### config.mk
export PLATFORM = sky130hd
export DESIGN_NAME = pcs_strobe_select
export DESIGN_NICKNAME = d
export VERILOG_FILES = /design/src/hdl/pcs_socket.v /design/src/hdl/pcs_strobe_select.v
export VERILOG_INCLUDE_DIRS = /design/src /design/src/include
export SDC_FILE = /design/constraint.sdc
export NUM_CORES = 1
export LEC_CHECK = 0
export BUFFER_PORTS_ARGS = -buffer_cell sky130_fd_sc_hd__buf_2
export CORE_MARGIN = 1.5
export CORE_UTILIZATION = 41
export DETAILED_ROUTE_END_ITERATION = 8
export GPL_TIMING_DRIVEN = 0
export HOLD_SLACK_MARGIN = 0.1
export PLACE_DENSITY = 0.86
export RECOVER_POWER = 25
export SYNTH_ARGS = -nofsm -noshare
export SYNTH_HDL_FRONTEND = slang
export SYNTH_SLANG_ARGS = --single-unit
export TNS_END_PERCENT = 1
### constraint.sdc
create_clock -name clk -period 1.1 [get_ports clk]
set_input_delay 0.11 -clock clk [delete_from_list [all_inputs] [get_ports clk]]
set_output_delay 0.11 -clock clk [all_outputs]
set_load 0.05 [all_outputs]
### src/include/pcs_defines.vh
`ifndef PCS_DEFINES_VH
`define PCS_DEFINES_VH
// Interface modes per socket
`define PCS_MODE_W       2
`define PCS_MODE_MEM     2'h0
`define PCS_MODE_IO      2'h1
`define PCS_MODE_ATA     2'h2
// Bus widths
`define PCS_ADDR_W       26
`define PCS_DATA_W       16
// Cycle kinds from the host side
`define PCS_KIND_W       3
`define PCS_KIND_MEM_RD  3'h0
`define PCS_KIND_MEM_WR  3'h1
`define PCS_KIND_IO_RD   3'h2
`define PCS_KIND_IO_WR   3'h3
`define PCS_KIND_DMA_RD  3'h4
`define PCS_KIND_DMA_WR  3'h5
// Reset values
`define PCS_ADDR_RST     26'h0000000
`define PCS_DATA_RST     16'h0000
`endif

### src/hdl/pcs_socket.v
`default_nettype none
// One socket's select, address, strobe and data path
`include "pcs_defines.vh"
module pcs_socket
(
  input  wire                      clk,
  input  wire                      rst_n,
  input  wire [`PCS_MODE_W-1:0]    mode,
  input  wire                      dma_capable,
  input  wire                      cyc_active,
  input  wire [`PCS_KIND_W-1:0]    cyc_kind,
  input  wire                      cyc_attr,
  input  wire [`PCS_ADDR_W-1:0]    cyc_addr,
  input  wire [`PCS_DATA_W-1:0]    cyc_wdata,
  input  wire                      term_count,
  output reg                       space_sel_n,
  output reg  [`PCS_ADDR_W-1:0]    card_addr,
  output reg                       card_read_n,
  output reg                       card_write_n,
  output reg                       io_read_strobe_n,
  output reg                       io_write_strobe_n,
  output reg  [`PCS_DATA_W-1:0]    data_out,
  output reg                       data_oe,
  input  wire [`PCS_DATA_W-1:0]    data_in,
  output reg  [`PCS_DATA_W-1:0]    rdata
);
  reg  next_sel_n;
  reg  next_rd_n;
  reg  next_wr_n;
  reg  next_io_read_strobe_n_n;
  reg  next_io_write_strobe_n_n;
  reg  next_oe;
  wire is_dma;

  assign is_dma = cyc_active && dma_capable &&
                  (cyc_kind == `PCS_KIND_DMA_RD || cyc_kind == `PCS_KIND_DMA_WR);

  always @*
  begin
    next_sel_n  = 1'b1;
    next_rd_n   = 1'b1;
    next_wr_n   = 1'b1;
    next_io_read_strobe_n_n = 1'b1;
    next_io_write_strobe_n_n = 1'b1;
    next_oe     = 1'b0;
    case (mode)
      `PCS_MODE_MEM:
        next_sel_n = ~cyc_attr;
      `PCS_MODE_IO:
        next_sel_n = is_dma;
      `PCS_MODE_ATA:
        next_sel_n = 1'b1;
      default:
        next_sel_n = 1'b1;
    endcase
    if (cyc_active)
    begin
      case (cyc_kind)
        `PCS_KIND_MEM_RD:
          next_rd_n = 1'b0;
        `PCS_KIND_MEM_WR:
        begin
          next_wr_n = 1'b0;
          next_oe   = 1'b1;
        end
        `PCS_KIND_IO_RD:
          next_io_read_strobe_n_n = 1'b0;
        `PCS_KIND_IO_WR:
        begin
          next_io_write_strobe_n_n = 1'b0;
          next_oe     = 1'b1;
        end
        `PCS_KIND_DMA_WR:
        begin
          // Card supplies data; TC rides on the read strobe
          next_io_read_strobe_n_n = 1'b0;
          next_rd_n   = ~term_count;
          next_wr_n   = 1'b1;
        end
        `PCS_KIND_DMA_RD:
        begin
          next_io_write_strobe_n_n = 1'b0;
          next_oe     = 1'b1;
          next_wr_n   = ~term_count;
          next_rd_n   = 1'b1;
        end
        default:
          next_rd_n = 1'b1;
      endcase
    end
  end

  always @(posedge clk or negedge rst_n)
  begin
    if (!rst_n)
    begin
      space_sel_n       <= 1'b1;
      card_addr         <= `PCS_ADDR_RST;
      card_read_n       <= 1'b1;
      card_write_n      <= 1'b1;
      io_read_strobe_n  <= 1'b1;
      io_write_strobe_n <= 1'b1;
      data_out          <= `PCS_DATA_RST;
      data_oe           <= 1'b0;
      rdata             <= `PCS_DATA_RST;
    end
    else
    begin
      space_sel_n       <= next_sel_n;
      card_read_n       <= next_rd_n;
      card_write_n      <= next_wr_n;
      io_read_strobe_n  <= next_io_read_strobe_n_n;
      io_write_strobe_n <= next_io_write_strobe_n_n;
      data_oe           <= next_oe;
      if (cyc_active)
      begin
        card_addr <= cyc_addr;
        data_out  <= cyc_wdata;
      end
      // Sampled while the read strobe is already out, so card data had a cycle to settle
      if (!card_read_n || !io_read_strobe_n)
        rdata <= data_in;
    end
  end
endmodule // pcs_socket
`default_nettype wire

### src/hdl/pcs_strobe_select.v
`default_nettype none
// Notes on behaviour
// - Memory mode: space select picks attribute (low) or common (high) memory.
// - I/O mode, non-DMA: space select held low.
// - Dual socket, DMA to DMA-capable card: space select high in I/O-mode DMA cycles.
// - ATA mode: space select always high.
// - Each socket drives a 26-bit address to the card.
// - 16-bit data: driven on writes, sampled on reads.
// - Non-DMA memory read: card read strobe low.
// - DMA write: card read strobe low only while terminal count high.
// - Two sockets, fully separate signal sets including address buses.
// - Non-DMA memory write: write strobe low; held high in DMA writes.
// - DMA read: card write strobe low only while terminal count high.
`include "pcs_defines.vh"
module pcs_strobe_select
(
  input  wire                      clk,
  input  wire                      rst_n,
  input  wire                      dma_mode,
  input  wire                      vpp_valid_tc,
  input  wire [`PCS_MODE_W-1:0]    a_mode,
  input  wire                      a_dma_capable,
  input  wire                      a_cyc_active,
  input  wire [`PCS_KIND_W-1:0]    a_cyc_kind,
  input  wire                      a_cyc_attr,
  input  wire [`PCS_ADDR_W-1:0]    a_cyc_addr,
  input  wire [`PCS_DATA_W-1:0]    a_cyc_wdata,
  output wire                      a_space_sel_n,
  output wire [`PCS_ADDR_W-1:0]    a_card_addr,
  output wire                      a_card_read_n,
  output wire                      a_card_write_n,
  output wire                      a_io_read_strobe_n,
  output wire                      a_io_write_strobe_n,
  output wire [`PCS_DATA_W-1:0]    a_data_out,
  output wire                      a_data_oe,
  input  wire [`PCS_DATA_W-1:0]    a_data_in,
  output wire [`PCS_DATA_W-1:0]    a_rdata,
  input  wire [`PCS_MODE_W-1:0]    b_mode,
  input  wire                      b_dma_capable,
  input  wire                      b_cyc_active,
  input  wire [`PCS_KIND_W-1:0]    b_cyc_kind,
  input  wire                      b_cyc_attr,
  input  wire [`PCS_ADDR_W-1:0]    b_cyc_addr,
  input  wire [`PCS_DATA_W-1:0]    b_cyc_wdata,
  output wire                      b_space_sel_n,
  output wire [`PCS_ADDR_W-1:0]    b_card_addr,
  output wire                      b_card_read_n,
  output wire                      b_card_write_n,
  output wire                      b_io_read_strobe_n,
  output wire                      b_io_write_strobe_n,
  output wire [`PCS_DATA_W-1:0]    b_data_out,
  output wire                      b_data_oe,
  input  wire [`PCS_DATA_W-1:0]    b_data_in,
  output wire [`PCS_DATA_W-1:0]    b_rdata
);
  reg  tc_meta;
  reg  tc_sync;
  reg  dma_meta;
  reg  dma_sync;
  wire term_count;

  // Pin inputs pass two flops before use
  always @(posedge clk or negedge rst_n)
  begin
    if (!rst_n)
    begin
      tc_meta  <= 1'b0;
      tc_sync  <= 1'b0;
      dma_meta <= 1'b0;
      dma_sync <= 1'b0;
    end
    else
    begin
      tc_meta  <= vpp_valid_tc;
      tc_sync  <= tc_meta;
      dma_meta <= dma_mode;
      dma_sync <= dma_meta;
    end
  end

  // Outside DMA mode the pin is supply status, so no terminal count
  assign term_count = dma_sync & tc_sync;

  // Separate instance per socket; only clk, rst_n, term_count and dma_sync are shared
  pcs_socket u_sock_a
  (
    .clk               (clk),
    .rst_n             (rst_n),
    .mode              (a_mode),
    .dma_capable       (a_dma_capable & dma_sync),
    .cyc_active        (a_cyc_active),
    .cyc_kind          (a_cyc_kind),
    .cyc_attr          (a_cyc_attr),
    .cyc_addr          (a_cyc_addr),
    .cyc_wdata         (a_cyc_wdata),
    .term_count        (term_count),
    .space_sel_n       (a_space_sel_n),
    .card_addr         (a_card_addr),
    .card_read_n       (a_card_read_n),
    .card_write_n      (a_card_write_n),
    .io_read_strobe_n  (a_io_read_strobe_n),
    .io_write_strobe_n (a_io_write_strobe_n),
    .data_out          (a_data_out),
    .data_oe           (a_data_oe),
    .data_in           (a_data_in),
    .rdata             (a_rdata)
  );

  pcs_socket u_sock_b
  (
    .clk               (clk),
    .rst_n             (rst_n),
    .mode              (b_mode),
    .dma_capable       (b_dma_capable & dma_sync),
    .cyc_active        (b_cyc_active),
    .cyc_kind          (b_cyc_kind),
    .cyc_attr          (b_cyc_attr),
    .cyc_addr          (b_cyc_addr),
    .cyc_wdata         (b_cyc_wdata),
    .term_count        (term_count),
    .space_sel_n       (b_space_sel_n),
    .card_addr         (b_card_addr),
    .card_read_n       (b_card_read_n),
    .card_write_n      (b_card_write_n),
    .io_read_strobe_n  (b_io_read_strobe_n),
    .io_write_strobe_n (b_io_write_strobe_n),
    .data_out          (b_data_out),
    .data_oe           (b_data_oe),
    .data_in           (b_data_in),
    .rdata             (b_rdata)
  );
endmodule // pcs_strobe_select
`default_nettype wire

==> flow_summary.ini <==
[sta]
tightest_slew_ns = 0.636
fin_skew_ns = 0.00706
setup_viol = 46
hold_viol = 0
rsz0062_at_grt = yes
min_period_ns = 1.25
timing.final.ws_setup_ns = -0.150
slew_headroom_pct = 57.6
fmax_ghz = 0.800
slew_viol_final = 0
fin_crit_sh_pct = 114

[synthesis]
yosysWarnings = 0
synthFlopType = dfrtp_1
synthCells = 296
yosysUniqueCellTypes = 15
ys_ff_latch = 132
async_flop_share_pct = 100
synth_top_area_share_pct = 57.0
synth_edf_count = 0
syn-num-nets = 432
yosysTopAreaCell = dfrtp_1
synthTopCellsByArea = dfrtp_1 57%, mux2_4 26%, dfstp_2 4.9%, mux2_2 4.6%, buf_6 2.5%
syn_area_um2 = 5360
yosysSeqAreaShare_pct = 61.9
avgSynthCellArea_um2 = 18.1

[worst_setup_path]
critPathBufInv = 1
crit_end = a_io_read_strobe_n
worstPathRequired_ns = 0.99
r2r_start = u_sock_b.card_read_n$_DFF_PN1_
worst_setup_path_end_kind = primary output
worstSetupPathType = reg2out
critPathTopFamily = flip-flops
ff2ff_setup_slack_ns = -0.14
crit_arrival_ns = 1.14
reg2reg_depth = 3
worstPathMaxFanout = 2
cp-start-kind = flop
crit_path_max_incr_delay_ns = 0.58
worstPathCellList = buf_8
worstReg2RegEnd = u_sock_b.rdata[13]$_DFFE_PN0P_
path_depth = 1
startpoint = u_sock_a.io_read_strobe_n$_DFF_PN1_
slowest_stage = dfstp_2

[placement]
gp_congestion = 0.788
hpwl_mm = 9.21
place_area_um2 = 6920
placed_cells = 730
place_worst_setup_slack_ns = -0.132
numPortBuffers = 261

[die]
core-area_um2 = 12700
row_count = 41
die_area_um2 = 13800
ioPinCount = 264
start_util_pct = 42.3
die_x_um = 117
die_y_um = 117

[drt]
drtAntennaViolNets = 0
wirelength_mm = 17.6
drtIter0Drc = 144
drcViolationCount = 0
num_vias = 4243
wire_per_inst_um = 19.6
first_pass_iters = 4
vias_per_cell = 4.71

[outcome]
status = finished, violations left
violations = setup timing

[power]
leakagePower_nw = 4.75
p_per_area_nw_per_um2 = 1760
peakVddDrop_uv = 1280
total_power_mw = 17.1

[layout]
seqCellArea_um2 = 3320
final_common_cell = dlygate4sd3_1
final_cell_mix = 135 x dlygate4sd3_1, 132 x buf_2, 130 x buf_6
diodes = 0
nFillCells = 689
syn_to_final_growth_pct = 81.6
nets = 851
multi_input_area_um2 = 1910
design_area_um2 = 9730
stdcell_count = 900
final_layout_size_suffix_gt1_share_pct = 59.5

[clock_tree]
cts_tree = built
cts_sinks = 132
root_buffer = clkbuf_16
cts_htree_levels = 4
cts_buffers = 17
clk_pin_slew_ns = 0.06
clockBufferDepth = 2
clk_latency_ns = 0.41

[grt]
grt_use_total_pct = 24.5
antenna_found_initial = 0
grt_pass1_wl_mm = 24.7
grt_max_degree = 70
overflow = 0
grt_pass1_vias = 4694

[min_path]
hp-class = in2async

[flow_run]
maxCapViolCount = 0
-- metal layers --
metal | share of wire, % | GRT usage [%] | routed length (µm)
met1 | 35 | 25.0 | 6130
met2 | 55 | 45.0 | 9660
met3 | 6.9 | 8.29 | 1220
met4 | 3.4 | 11.2 | 608
met5 | 0 | 0 | 0
-- repair_timing --
item / CTS / global route
pin swaps: 1 / 2
gates resized for setup: 232 / 42
hold buffers: 135 / 0
hold endpoints to repair: 197 / 0
setup buffers: 0 / 3
setup endpoints to repair: 148 / 199
-- worst min path at each step --
stage | cells after the start | startpoint | end
after floorplan | 0 | rst_n | dma_meta$_DFF_PN0_
after global placement | 1 | vpp_valid_tc | tc_meta$_DFF_PN0_
after detailed placement | 1 | rst_n | u_sock_b.data_out[4]$_DFFE_PN0P_
after CTS | 2 | rst_n | u_sock_b.data_out[4]$_DFFE_PN0P_
after global routing | 2 | rst_n | u_sock_b.data_out[5]$_DFFE_PN0P_
final | 2 | rst_n | u_sock_b.data_out[9]$_DFFE_PN0P_
-- cells in the mapped netlist (4+ instances only) --
cell	n
and3b_1	4
and4_1	4
buf_6	12
dfrtp_1	122
dfstp_2	10
mux2_2	22
mux2_4	94
nor2_1	4
nor2b_1	4
nor3b_1	4
o21ai_0	8
-- sequential cells by signal, indices dropped and copies added, names as in the netlist --
signal                      cells
u_sock_a.card_read_n            1
u_sock_a.card_addr             26
u_sock_a.card_write_n           1
dma_meta                        1
u_sock_b.io_read_strobe_n       1
tc_meta                         1
u_sock_b.card_read_n            1
u_sock_b.data_out              16
u_sock_a.rdata                 16
u_sock_a.data_oe                1
u_sock_b.rdata                 16
u_sock_a.io_read_strobe_n       1
u_sock_b.card_write_n           1
u_sock_a.data_out              16
u_sock_b.card_addr             26
tc_sync                         1
dma_sync                        1
u_sock_b.data_oe                1
u_sock_a.io_write_strobe_n      1
u_sock_b.space_sel_n            1
u_sock_a.space_sel_n            1
u_sock_b.io_write_strobe_n      1
-- stage by stage --
step / utilization [%] / hold slack [ns] / TNS (ns)
final: 76.8 / 0.295 / -4.56
after global routing: 76.8 / 0.321 / -10.00
after CTS: 75.4 / 0.299 / -4.20
after detailed placement: 54.6 / 0.154 / -2.32
after global placement: 54.3 / 0.224 / -204.85
after floorplan: - / -0.186 / -7.16
-- where the power goes --
part           internal [mW]  leakage (nW)  switching [mW]
Combinational           2.49          2.93            3.14
Sequential              5.49          1.54           0.545
Clock                   3.45         0.277            2.04
Total                   11.4          4.75            5.72
-- final cells by class --
cell class	count	share of cell area, %
repair buffers	400	36.6
flip-flops and latches	132	34.1
multi-input cells	152	19.7
clock buffers	23	4.81
well taps	172	2.21
plain buffers	12	1.57
clock inverters	9	1.07
-- kinds of logic (layout without fill, tap and decap cells) --
logic type | Yosys count | in the layout | synth area share, %
DFF | 132 | 132 | 61.9
and+or+nand+nor | 24 | 24 | 3.22
muxes | 116 | 116 | 31.0
AOI/OAI and AO/OA | 12 | 12 | 1.36
buffers and inverters | 12 | 444 | 2.52
(Power assumes the default switching activity.)
